**config.mk**
```make
export PLATFORM = sky130hd
export DESIGN_NAME = tx_rx_gain_scaling
export DESIGN_NICKNAME = d
export VERILOG_FILES = /design/src/design/gain_pkg.sv /design/src/design/tx_rx_gain_scaling.sv
export SDC_FILE = /design/constraint.sdc
export NUM_CORES = 1
export LEC_CHECK = 0
export BUFFER_PORTS_ARGS = -buffer_cell sky130_fd_sc_hd__buf_2
export CELL_PAD_IN_SITES_DETAIL_PLACEMENT = 0
export CELL_PAD_IN_SITES_GLOBAL_PLACEMENT = 2
export CORE_UTILIZATION = 45
export CTS_CLUSTER_DIAMETER = 120
export DETAILED_ROUTE_END_ITERATION = 6
export GPL_ROUTABILITY_DRIVEN = 0
export GPL_TIMING_DRIVEN = 1
export MAX_ROUTING_LAYER = met4
export PLACE_DENSITY_LB_ADDON = 0.25
export SYNTH_ARGS = -nofsm -noshare
export SYNTH_HDL_FRONTEND = slang
export SYNTH_SLANG_ARGS = --single-unit
```
**constraint.sdc**
```tcl
create_clock -name clk -period 8.27 [get_ports clk]
set_input_delay 1.654 -clock clk [delete_from_list [all_inputs] [get_ports clk]]
set_output_delay 1.654 -clock clk [all_outputs]
set_load 0.01 [all_outputs]
```
**src/design/gain_pkg.sv**
```systemverilog
// What this block does
// - The transmit analog code {boost, level select} is decoded to a nominal gain in tenths of dB per the fixed table.
// - The two-bit receive analog code decodes to -6, -3, 0 or +3 dB, code 10 being unity.
// - The receive digital gain byte is held in bits 7 to 0 of the word at offset 0x24 (index 0x09).
// - Each set bit of a digital gain byte multiplies the sample by its own factor, clear bits by one.
// - Default transmit settings give unity (0 dB), and code 00000010 scales by 1.03125, about +0.27 dB.
// - With unity receive settings the receive path passes the sample unchanged in level.
// - In transmit the digital stage comes first, then the analog boost and level decode.
// - The net digital gain is the product of all set bit factors, an all-zero byte giving unity.
// - A read of the transmit digital gain word returns zero whatever was written.
package gain_pkg;
   // Register index, byte address is four times the index
   localparam logic [9:0] TX_DG_INDEX = 10'h008;
   localparam logic [9:0] RX_DG_INDEX = 10'h009;
   localparam logic [9:0] ANALOG_INDEX = 10'h014;
   localparam logic [11:0] TX_DG_OFFSET = {TX_DG_INDEX, 2'b00};
   localparam logic [11:0] RX_DG_OFFSET = {RX_DG_INDEX, 2'b00};
   localparam logic [11:0] ANALOG_OFFSET = {ANALOG_INDEX, 2'b00};
   localparam logic [7:0] TX_DG_RESET = 8'h00;
   localparam logic [7:0] RX_DG_RESET = 8'h00;
   localparam logic [7:0] ANALOG_RESET = 8'h22;
   localparam int TX_BOOST_BIT = 7;
   localparam int TX_LEVEL_HI_BIT = 6;
   localparam int TX_LEVEL_LO_BIT = 5;
   localparam int RX_GAIN_HI_BIT = 1;
   localparam int RX_GAIN_LO_BIT = 0;
   // Bit factors in Q2.14, bit 7 first down to bit 0
   localparam logic [15:0] FACTOR_B7 = 16'h1000;
   localparam logic [15:0] FACTOR_B6 = 16'h2000;
   localparam logic [15:0] FACTOR_B5 = 16'h6000;
   localparam logic [15:0] FACTOR_B4 = 16'h5000;
   localparam logic [15:0] FACTOR_B3 = 16'h4800;
   localparam logic [15:0] FACTOR_B2 = 16'h4400;
   localparam logic [15:0] FACTOR_B1 = 16'h4200;
   localparam logic [15:0] FACTOR_B0 = 16'h4100;
   localparam logic [15:0] FACTOR_ONE = 16'h4000;
   localparam int FRAC_BITS = 14;
   localparam logic signed [15:0] SAMPLE_MAX = 16'sh7FFF;
   localparam logic signed [15:0] SAMPLE_MIN = -16'sh8000;
   // Nominal analog gains in tenths of dB
   localparam logic signed [7:0] TX_GAIN_000 = 8'sh1E;
   localparam logic signed [7:0] TX_GAIN_001 = 8'sh00;
   localparam logic signed [7:0] TX_GAIN_010 = -8'sh28;
   localparam logic signed [7:0] TX_GAIN_011 = -8'sh50;
   localparam logic signed [7:0] TX_GAIN_100 = 8'sh3C;
   localparam logic signed [7:0] TX_GAIN_101 = 8'sh3C;
   localparam logic signed [7:0] TX_GAIN_110 = 8'sh14;
   localparam logic signed [7:0] TX_GAIN_111 = -8'sh14;
   localparam logic signed [7:0] RX_GAIN_00 = -8'sh3C;
   localparam logic signed [7:0] RX_GAIN_01 = -8'sh1E;
   localparam logic signed [7:0] RX_GAIN_10 = 8'sh00;
   localparam logic signed [7:0] RX_GAIN_11 = 8'sh1E;
endpackage : gain_pkg

```
**src/design/tx_rx_gain_scaling.sv**
```systemverilog
`timescale 1ns/10ps
module tx_rx_gain_scaling (
   input wire logic clk,
   input wire logic rst_n,
   input wire logic psel,
   input wire logic penable,
   input wire logic pwrite,
   input wire logic [11:0] paddr,
   input wire logic [31:0] pwdata,
   output logic [31:0] prdata,
   output logic pready,
   output logic pslverr,
   input wire logic tx_in_valid,
   input wire logic signed [15:0] tx_in_data,
   output logic tx_out_valid,
   output logic signed [15:0] tx_out_data,
   output logic signed [7:0] tx_analog_gain_db10,
   input wire logic rx_in_valid,
   input wire logic signed [15:0] rx_in_data,
   output logic rx_out_valid,
   output logic signed [15:0] rx_out_data,
   output logic signed [7:0] rx_analog_gain_db10
);

   // ------------------------------------------------------------
   // Helper functions
   // ------------------------------------------------------------

   // Factor of one bit, unity when clear
   function automatic logic [15:0] bit_factor(input logic [2:0] idx, input logic on);
      logic [15:0] f;
      f = gain_pkg::FACTOR_ONE;
      if (on) begin
         case (idx)
            3'h7: f = gain_pkg::FACTOR_B7;
            3'h6: f = gain_pkg::FACTOR_B6;
            3'h5: f = gain_pkg::FACTOR_B5;
            3'h4: f = gain_pkg::FACTOR_B4;
            3'h3: f = gain_pkg::FACTOR_B3;
            3'h2: f = gain_pkg::FACTOR_B2;
            3'h1: f = gain_pkg::FACTOR_B1;
            default: f = gain_pkg::FACTOR_B0;
         endcase
      end
      return f;
   endfunction : bit_factor

   // Saturate a wide product down to a sample
   function automatic logic signed [15:0] sat16(input logic signed [35:0] v);
      logic signed [15:0] r;
      r = v[15:0];
      if (v > 36'sd32767) begin
         r = gain_pkg::SAMPLE_MAX;
      end else if (v < -36'sd32768) begin
         r = gain_pkg::SAMPLE_MIN;
      end
      return r;
   endfunction : sat16

   // One stage: sample times factor, back to Q0 with saturation
   function automatic logic signed [15:0] scale(input logic signed [15:0] s,
                                                input logic [15:0] f);
      logic signed [35:0] p;
      p = 36'(s) * $signed({20'h00000, f});
      return sat16(p >>> gain_pkg::FRAC_BITS);
   endfunction : scale

   // Analog transmit decode
   function automatic logic signed [7:0] tx_decode(input logic [2:0] c);
      logic signed [7:0] g;
      case (c)
         3'b000: g = gain_pkg::TX_GAIN_000;
         3'b001: g = gain_pkg::TX_GAIN_001;
         3'b010: g = gain_pkg::TX_GAIN_010;
         3'b011: g = gain_pkg::TX_GAIN_011;
         3'b100: g = gain_pkg::TX_GAIN_100;
         3'b101: g = gain_pkg::TX_GAIN_101;
         3'b110: g = gain_pkg::TX_GAIN_110;
         default: g = gain_pkg::TX_GAIN_111;
      endcase
      return g;
   endfunction : tx_decode

   // Analog receive decode
   function automatic logic signed [7:0] rx_decode(input logic [1:0] c);
      logic signed [7:0] g;
      case (c)
         2'b00: g = gain_pkg::RX_GAIN_00;
         2'b01: g = gain_pkg::RX_GAIN_01;
         2'b10: g = gain_pkg::RX_GAIN_10;
         default: g = gain_pkg::RX_GAIN_11;
      endcase
      return g;
   endfunction : rx_decode

   // ------------------------------------------------------------
   // Register file over APB
   // ------------------------------------------------------------
   logic [7:0] tx_digital_gain_reg, tx_digital_gain_next;
   logic [7:0] rx_digital_gain_reg, rx_digital_gain_next;
   logic [7:0] analog_gain_control_reg, analog_gain_control_next;
   logic [31:0] prdata_reg, prdata_next;
   logic pready_reg, pready_next;
   logic pslverr_reg, pslverr_next;
   logic access;
   logic hit;

   assign access = psel && penable && !pready_reg;
   assign hit = (paddr == gain_pkg::TX_DG_OFFSET) || (paddr == gain_pkg::RX_DG_OFFSET) ||
                (paddr == gain_pkg::ANALOG_OFFSET);

   // Decode, write and read mux
   always_comb begin
      tx_digital_gain_next = tx_digital_gain_reg;
      rx_digital_gain_next = rx_digital_gain_reg;
      analog_gain_control_next = analog_gain_control_reg;
      prdata_next = prdata_reg;
      pready_next = 1'b0;
      pslverr_next = 1'b0;
      if (access) begin
         pready_next = 1'b1;
         pslverr_next = !hit;
         prdata_next = 32'h00000000;
         if (pwrite) begin
            if (paddr == gain_pkg::TX_DG_OFFSET) begin
               tx_digital_gain_next = pwdata[7:0];
            end
            if (paddr == gain_pkg::RX_DG_OFFSET) begin
               rx_digital_gain_next = pwdata[7:0];
            end
            if (paddr == gain_pkg::ANALOG_OFFSET) begin
               analog_gain_control_next = pwdata[7:0];
            end
         end else begin
            if (paddr == gain_pkg::RX_DG_OFFSET) begin
               prdata_next = {24'h000000, rx_digital_gain_reg};
            end
            if (paddr == gain_pkg::ANALOG_OFFSET) begin
               prdata_next = {24'h000000, analog_gain_control_reg};
            end
            // Transmit gain word stays zero on read
         end
      end
   end

   // Register state
   always_ff @(posedge clk or negedge rst_n) begin
      if (!rst_n) begin
         tx_digital_gain_reg <= gain_pkg::TX_DG_RESET;
         rx_digital_gain_reg <= gain_pkg::RX_DG_RESET;
         analog_gain_control_reg <= gain_pkg::ANALOG_RESET;
         prdata_reg <= 32'h00000000;
         pready_reg <= 1'b0;
         pslverr_reg <= 1'b0;
      end else begin
         tx_digital_gain_reg <= tx_digital_gain_next;
         rx_digital_gain_reg <= rx_digital_gain_next;
         analog_gain_control_reg <= analog_gain_control_next;
         prdata_reg <= prdata_next;
         pready_reg <= pready_next;
         pslverr_reg <= pslverr_next;
      end
   end

   assign prdata = prdata_reg;
   assign pready = pready_reg;
   assign pslverr = pslverr_reg;

   // ------------------------------------------------------------
   // Digital gain chains, one stage per bit
   // ------------------------------------------------------------
   logic signed [15:0] tx_stage [0:8];
   logic signed [15:0] rx_stage [0:8];
   logic [7:0] tx_vld_reg, tx_vld_next;
   logic [7:0] rx_vld_reg, rx_vld_next;
   logic signed [15:0] tx_pipe_next [1:8];
   logic signed [15:0] rx_pipe_next [1:8];

   assign tx_stage[0] = tx_in_data;
   assign rx_stage[0] = rx_in_data;

   // Valid chains
   always_comb begin
      tx_vld_next = {tx_vld_reg[6:0], tx_in_valid};
      rx_vld_next = {rx_vld_reg[6:0], rx_in_valid};
   end

   always_ff @(posedge clk or negedge rst_n) begin
      if (!rst_n) begin
         tx_vld_reg <= 8'h00;
         rx_vld_reg <= 8'h00;
      end else begin
         tx_vld_reg <= tx_vld_next;
         rx_vld_reg <= rx_vld_next;
      end
   end

   // Stage k applies bit 8-k; product of all set factors
   genvar k;
   generate
      for (k = 1; k <= 8; k++) begin : g_stage
         always_comb begin
            tx_pipe_next[k] = scale(tx_stage[k-1],
                                    bit_factor(3'(8 - k), tx_digital_gain_reg[8-k]));
            rx_pipe_next[k] = scale(rx_stage[k-1],
                                    bit_factor(3'(8 - k), rx_digital_gain_reg[8-k]));
         end
         always_ff @(posedge clk or negedge rst_n) begin
            if (!rst_n) begin
               tx_stage[k] <= 16'sh0000;
               rx_stage[k] <= 16'sh0000;
            end else begin
               tx_stage[k] <= tx_pipe_next[k];
               rx_stage[k] <= rx_pipe_next[k];
            end
         end
      end
   endgenerate

   // ------------------------------------------------------------
   // Outputs and analog decode
   // ------------------------------------------------------------
   logic signed [7:0] tx_ag_reg, tx_ag_next;
   logic signed [7:0] rx_ag_reg, rx_ag_next;

   // Analog settings decoded after the digital stage
   always_comb begin
      tx_ag_next = tx_decode({analog_gain_control_reg[gain_pkg::TX_BOOST_BIT],
                              analog_gain_control_reg[gain_pkg::TX_LEVEL_HI_BIT],
                              analog_gain_control_reg[gain_pkg::TX_LEVEL_LO_BIT]});
      rx_ag_next = rx_decode({analog_gain_control_reg[gain_pkg::RX_GAIN_HI_BIT],
                              analog_gain_control_reg[gain_pkg::RX_GAIN_LO_BIT]});
   end

   always_ff @(posedge clk or negedge rst_n) begin
      if (!rst_n) begin
         tx_ag_reg <= 8'sh00;
         rx_ag_reg <= 8'sh00;
      end else begin
         tx_ag_reg <= tx_ag_next;
         rx_ag_reg <= rx_ag_next;
      end
   end

   // Unity codes give a transparent path
   assign tx_out_data = tx_stage[8];
   assign rx_out_data = rx_stage[8];
   assign tx_out_valid = tx_vld_reg[7];
   assign rx_out_valid = rx_vld_reg[7];
   assign tx_analog_gain_db10 = tx_ag_reg;
   assign rx_analog_gain_db10 = rx_ag_reg;

   // ------------------------------------------------------------
   // Assertions
   // ------------------------------------------------------------
   property p_tx_read_zero;
      @(posedge clk) disable iff (!rst_n)
         (access && !pwrite && paddr == gain_pkg::TX_DG_OFFSET) |=> (prdata == 32'h00000000);
   endproperty
   a_tx_read_zero: assert property (p_tx_read_zero)
      else $error("transmit gain read not zero");

   property p_rx_readback;
      @(posedge clk) disable iff (!rst_n)
         (access && !pwrite && paddr == gain_pkg::RX_DG_OFFSET)
            |=> (prdata[7:0] == $past(rx_digital_gain_reg));
   endproperty
   a_rx_readback: assert property (p_rx_readback)
      else $error("receive gain readback wrong");

   property p_rx_unity;
      @(posedge clk) disable iff (!rst_n)
         (rx_digital_gain_reg == 8'h00)[*8] ##1 (rx_digital_gain_reg == 8'h00)
            |-> (rx_out_data == $past(rx_in_data, 8));
   endproperty
   a_rx_unity: assert property (p_rx_unity)
      else $error("unity receive gain altered sample");

   // Run of cycles with the quarter code, saturating at the pipe depth
   logic [3:0] quarter_run_reg, quarter_run_next;
   always_comb begin
      quarter_run_next = 4'h0;
      if (tx_digital_gain_reg == 8'h80) begin
         quarter_run_next = (quarter_run_reg == 4'h8) ? 4'h8 : quarter_run_reg + 4'h1;
      end
   end
   always_ff @(posedge clk or negedge rst_n) begin
      if (!rst_n) begin
         quarter_run_reg <= 4'h0;
      end else begin
         quarter_run_reg <= quarter_run_next;
      end
   end

   property p_tx_quarter;
      @(posedge clk) disable iff (!rst_n)
         (quarter_run_reg == 4'h8 && tx_digital_gain_reg == 8'h80)
            |-> (tx_out_data == ($past(tx_in_data, 8) >>> 2));
   endproperty
   a_tx_quarter: assert property (p_tx_quarter)
      else $error("bit 7 factor not a quarter");

   property p_tx_decode_unity;
      @(posedge clk) disable iff (!rst_n)
         (analog_gain_control_reg[7:5] == 3'b001) |=> (tx_analog_gain_db10 == 8'sh00);
   endproperty
   a_tx_decode_unity: assert property (p_tx_decode_unity)
      else $error("transmit analog decode wrong");

   property p_rx_decode_unity;
      @(posedge clk) disable iff (!rst_n)
         (analog_gain_control_reg[1:0] == 2'b10) |=> (rx_analog_gain_db10 == 8'sh00);
   endproperty
   a_rx_decode_unity: assert property (p_rx_decode_unity)
      else $error("receive analog decode wrong");

   property p_valid_latency;
      @(posedge clk) disable iff (!rst_n)
         tx_in_valid |-> ##8 tx_out_valid;
   endproperty
   a_valid_latency: assert property (p_valid_latency)
      else $error("transmit latency not eight");

   property p_saturate;
      @(posedge clk) disable iff (!rst_n)
         (tx_digital_gain_reg == 8'h20 && tx_in_data == 16'sh7FFF) ##1
            (tx_digital_gain_reg == 8'h20)[*7] |=> (tx_out_data == gain_pkg::SAMPLE_MAX);
   endproperty
   a_saturate: assert property (p_saturate)
      else $error("overflow did not saturate");

endmodule : tx_rx_gain_scaling

```
==> impl_metrics.py <==
metrics = {
    "route": {
        "via_count": 25330,
        "dr.pass1.iters": 5,
        "avgViaCountPerCell": 5.260,
        "wl_um": 67730,
        "wl_per_cell_um": 14.06,
        "ant_nets": 0,
        "first_iter_violations": 907,
        "drcViolationCount": 0,
    },
    "hold_path": {
        "hp-class": "flop to flop",
    },
    "synthesis": {
        "yosysSeqAreaShare": 0.2242,
        "async_reset_ff_frac": 1.000,
        "synth_seq_cells": 318,
        "ys_types": 88,
        "synth_area_mm2": 0.03550,
        "netlist_instances": 3695,
        "syn_area_per_cell_um2": 9.608,
        "ys.flop_type": "dfrtp_1",
        "synth_edf_count": 0,
        "ys.warnings.count": 0,
    },
    "grt": {
        "grt_max_degree": 109,
        "grt_pass1_wl_um": 117700,
        "antenna_found_initial": 5,
        "grt_pass1_vias": 24570,
        "grt_util_all_layers": 0.1809,
        "gr-total-overflow": 0,
    },
    "timing": {
        "post-route-period-util": 0.6427,
        "finalClockSkew_ps": 23.94,
        "post-route-min-period_ps": 5315,
        "setup_tns_ps": 0,
        "max_freq_mhz": 188.2,
        "worst_pin_slew_ps": 1160,
        "worst_slack_ps": 2955,
        "maxSlewHeadroom": 0.2269,
        "drv_slew": 0,
        "hold_slack_ps": 344.0,
        "setup_viol": 0,
        "hold_viol": 0,
        "rsz0062_at_grt": "false",
    },
    "cts": {
        "cts_tree": "yes",
        "htree_num_levels": 2,
        "postCtsHoldBufs": 0,
        "post_cts_buffers": 0,
        "root_buffer": "clkbuf_16",
        "cts.sinks": 318,
        "cts_buffer_depth": 3,
        "ctsResizeCount": 0,
        "clk_pin_slew_ps": 50,
        "cts-buffers-inserted": 41,
        "clock_latency_ps": 570,
    },
    "power": {
        "power.density_mw_per_mm2": 295.0,
        "clkPwrFrac": 0.164,
        "p_sw_mw": 5.018,
        "swShare": 0.4462,
        "total_power_mw": 11.25,
        "internal-power_mw": 6.230,
        "pwr-share-seq": 0.260,
        "p_comb_frac": 0.576,
        "ir_drop_mv": 0.1554,
        "p_leak_nw": 19.83,
    },
    "die": {
        "dieArea_mm2": 0.08002,
        "initial_core_util": 0.4568,
        "io_pins": 167,
        "die_h_um": 282.9,
        "rows": 102,
        "coreArea_mm2": 0.07772,
        "dieWidth_um": 282.9,
    },
    "critical_path": {
        "start_kind": "primary input",
        "crit_path_frequent_cell": "ha_1",
        "cp.required_ps": 8660,
        "max_stage_delay_ps": 760,
        "end_kind": "flop",
        "critical_path_arrival_ps": 5700,
        "cp_slowest_cell": "a21oi_1",
        "crit_type": "primary input to flop",
        "critPathMaxFanout": 15,
        "crit_chain": "buf_2 -> mux2_2 -> ha_1 -> ha_1 -> ha_1 -> ha_1 -> ha_1 -> and3_1 -> a2111oi_4 -> o31ai_1 -> a21oi_1 -> xnor2_1 -> a21oi_1 -> o21ai_0",
    },
    "finish": {
        "layout-drive-gt1-share": 0.08797,
        "reg_top3": "rx_stage (112), tx_stage (112)",
        "fin_nets": 4855,
        "area_growth_syn_to_layout_pct": 7.405,
    },
    "placed_design": {
        "hpwl_um": 55070,
        "port_buffers": 116,
        "pre_cts_ws_ps": 2360,
    },
    "job": {
        "maxCapViolCount": 0,
    },
    "status": {
        "status": "complete, no violations",
    },
}
==> synth_stat cells, types with 7 or more instances <==
| cell type | instances | area [µm²] |
|---|---|---|
| nor3b_1 | 13 | 97.59 |
| fa_1 | 20 | 400.4 |
| nand2b_1 | 23 | 143.9 |
| mux2_2 | 74 | 833.3 |
| or2_2 | 10 | 62.56 |
| dfrtp_1 | 316 | 7908 |
| buf_1 | 7 | 26.28 |
| o31ai_1 | 36 | 270.3 |
| a222oi_1 | 8 | 80.08 |
| nand2_1 | 180 | 675.7 |
| buf_2 | 22 | 110.1 |
| or3_1 | 18 | 112.6 |
| clkbuf_1 | 98 | 367.9 |
| a21oi_2 | 8 | 70.07 |
| a21o_1 | 79 | 593.1 |
| a211oi_1 | 27 | 202.7 |
| ha_1 | 1007 | 12600 |
| o21a_1 | 27 | 202.7 |
| o21bai_1 | 27 | 202.7 |
| a2111o_1 | 9 | 101.4 |
| a21oi_1 | 289 | 1446 |
| nor3_1 | 73 | 365.4 |
| maj3_1 | 10 | 100.1 |
| o211ai_1 | 21 | 157.7 |
| o21ai_2 | 11 | 96.34 |
| a22oi_1 | 8 | 60.06 |
| nor4_1 | 8 | 50.05 |
| and2_1 | 108 | 675.7 |
| nor2_1 | 112 | 420.4 |
| buf_4 | 68 | 510.5 |
| inv_1 | 198 | 743.2 |
| xnor2_1 | 180 | 1577 |
| o21ai_0 | 188 | 940.9 |
| and3_1 | 48 | 300.3 |
| a31o_2 | 7 | 61.31 |
| nand4_1 | 7 | 43.79 |
| a31oi_1 | 22 | 137.6 |
| xor2_1 | 122 | 1069 |
| nor2b_1 | 31 | 193.9 |
| o21ai_1 | 10 | 50.05 |
| nand3_1 | 62 | 310.3 |
==> power groups by stage <==
stage | clock network, mW | registers (mW) | logic [mW]
finish | 1.85 | 2.92 | 6.48
global route | 1.98 | 3.04 | 7.56
CTS | 1.92 | 2.93 | 6.55
detailed placement | 0 | 2.96 | 6.43
global placement | 0 | 2.96 | 6.48
floorplan | 0 | 2.50 | 5.65
==> cell usage in the layout, fill, tap and decap left out, types with 8 or more instances in the layout <==
cell type	count
o31ai_1	36
or2_2	10
nand2_1	180
buf_2	115
clkbuf_16	41
a22oi_1	8
ha_1	1007
a211oi_1	27
o21a_1	27
o21ai_0	188
maj3_1	10
nor3_1	73
nor3b_1	13
a21oi_2	8
a222oi_1	8
nand2b_1	23
xor2_1	122
o21bai_1	27
and3_1	48
xnor2_1	180
nor2b_1	31
o21ai_1	10
fa_1	20
nor2_1	112
conb_1	84
a21oi_1	289
dfrtp_1	316
nor4_1	8
mux2_2	74
inv_1	198
a31oi_1	22
or3_1	18
o211ai_1	21
o21ai_2	11
nand3_1	62
a2111o_1	9
clkbuf_1	9
and2_1	108
a21o_1	79
==> routing by layer <==
metal / GRT usage / part of all wire
met1: 0.2528 / 0.53
met2: 0.2776 / 0.42
met3: 0.02371 / 0.033
met4: 0.03867 / 0.020
met5: - / 0
==> worst paths after layout <==
check                                       startpoint       endpoint  depth (start not counted)  slack (ps)
min in group asynchronous                        rst_n   tx_stage[79]                          1        1080
worst max-delay path                    tx_in_data[10]  tx_stage[124]                         14        2960
worst max register to register  tx_digital_gain_reg[5]   tx_stage[90]                         16        3090
worst min-delay path                     tx_vld_reg[4]  tx_vld_reg[5]                          0         340
worst min register to register           tx_vld_reg[4]  tx_vld_reg[5]                          0         340
max in group asynchronous                        rst_n      prdata[7]                          2        5900
==> kinds of logic (layout without fill, tap and decap cells) <==
| logic type | count (synthesis) | after routing | share of synthesized area |
|---|---|---|---|
| AOI/OAI and AO/OA | 840 | 840 | 0.1522 |
| and+or+nand+nor | 718 | 718 | 0.1037 |
| adders and majority gates | 1037 | 1037 | 0.3690 |
| other | 2 | 86 | 0.0002115 |
| xor gates and xnor gates | 304 | 304 | 0.07542 |
| muxes | 80 | 80 | 0.02516 |
| DFF | 318 | 318 | 0.2242 |
| buffers and inverters | 396 | 393 | 0.05012 |
==> worst max-delay path, delay by kind of cell <==
kind	cells	cell delay [ps]
AO/OA/AOI/OAI	5	1770
XOR/XNOR	1	130
adder cells (fa/ha/maj)	5	1560
buffers and inverters	1	110
multiplexers	1	260
AND/OR/NAND/NOR	1	210
==> cell type report <==
| type | count | area [µm²] |
|---|---|---|
| Tap cell | 1040 | 1301 |
| Timing Repair Buffer | 123 | 655.6 |
| Multi-Input combinational cell | 3063 | 26080 |
| Inverter | 198 | 743.2 |
| Fill cell | 7404 | 39590 |
| Antenna cell | 2 | 5.005 |
| Clock inverter | 16 | 244.0 |
| Sequential cell | 318 | 7960 |
| Clock buffer | 56 | 1142 |
==> metrics by stage <==
| stage | area [µm²] | instances | utilization |
|---|---|---|---|
| floorplan | 35810 | 3777 | - |
| global placement | 36740 | 4742 | 0.4727 |
| detailed placement | 36740 | 4742 | 0.4727 |
| CTS | 38120 | 4814 | 0.4905 |
| global route | 38130 | 4815 | 0.4906 |
| finish | 38130 | 4816 | 0.4906 |
(Power assumes the default switching activity.)
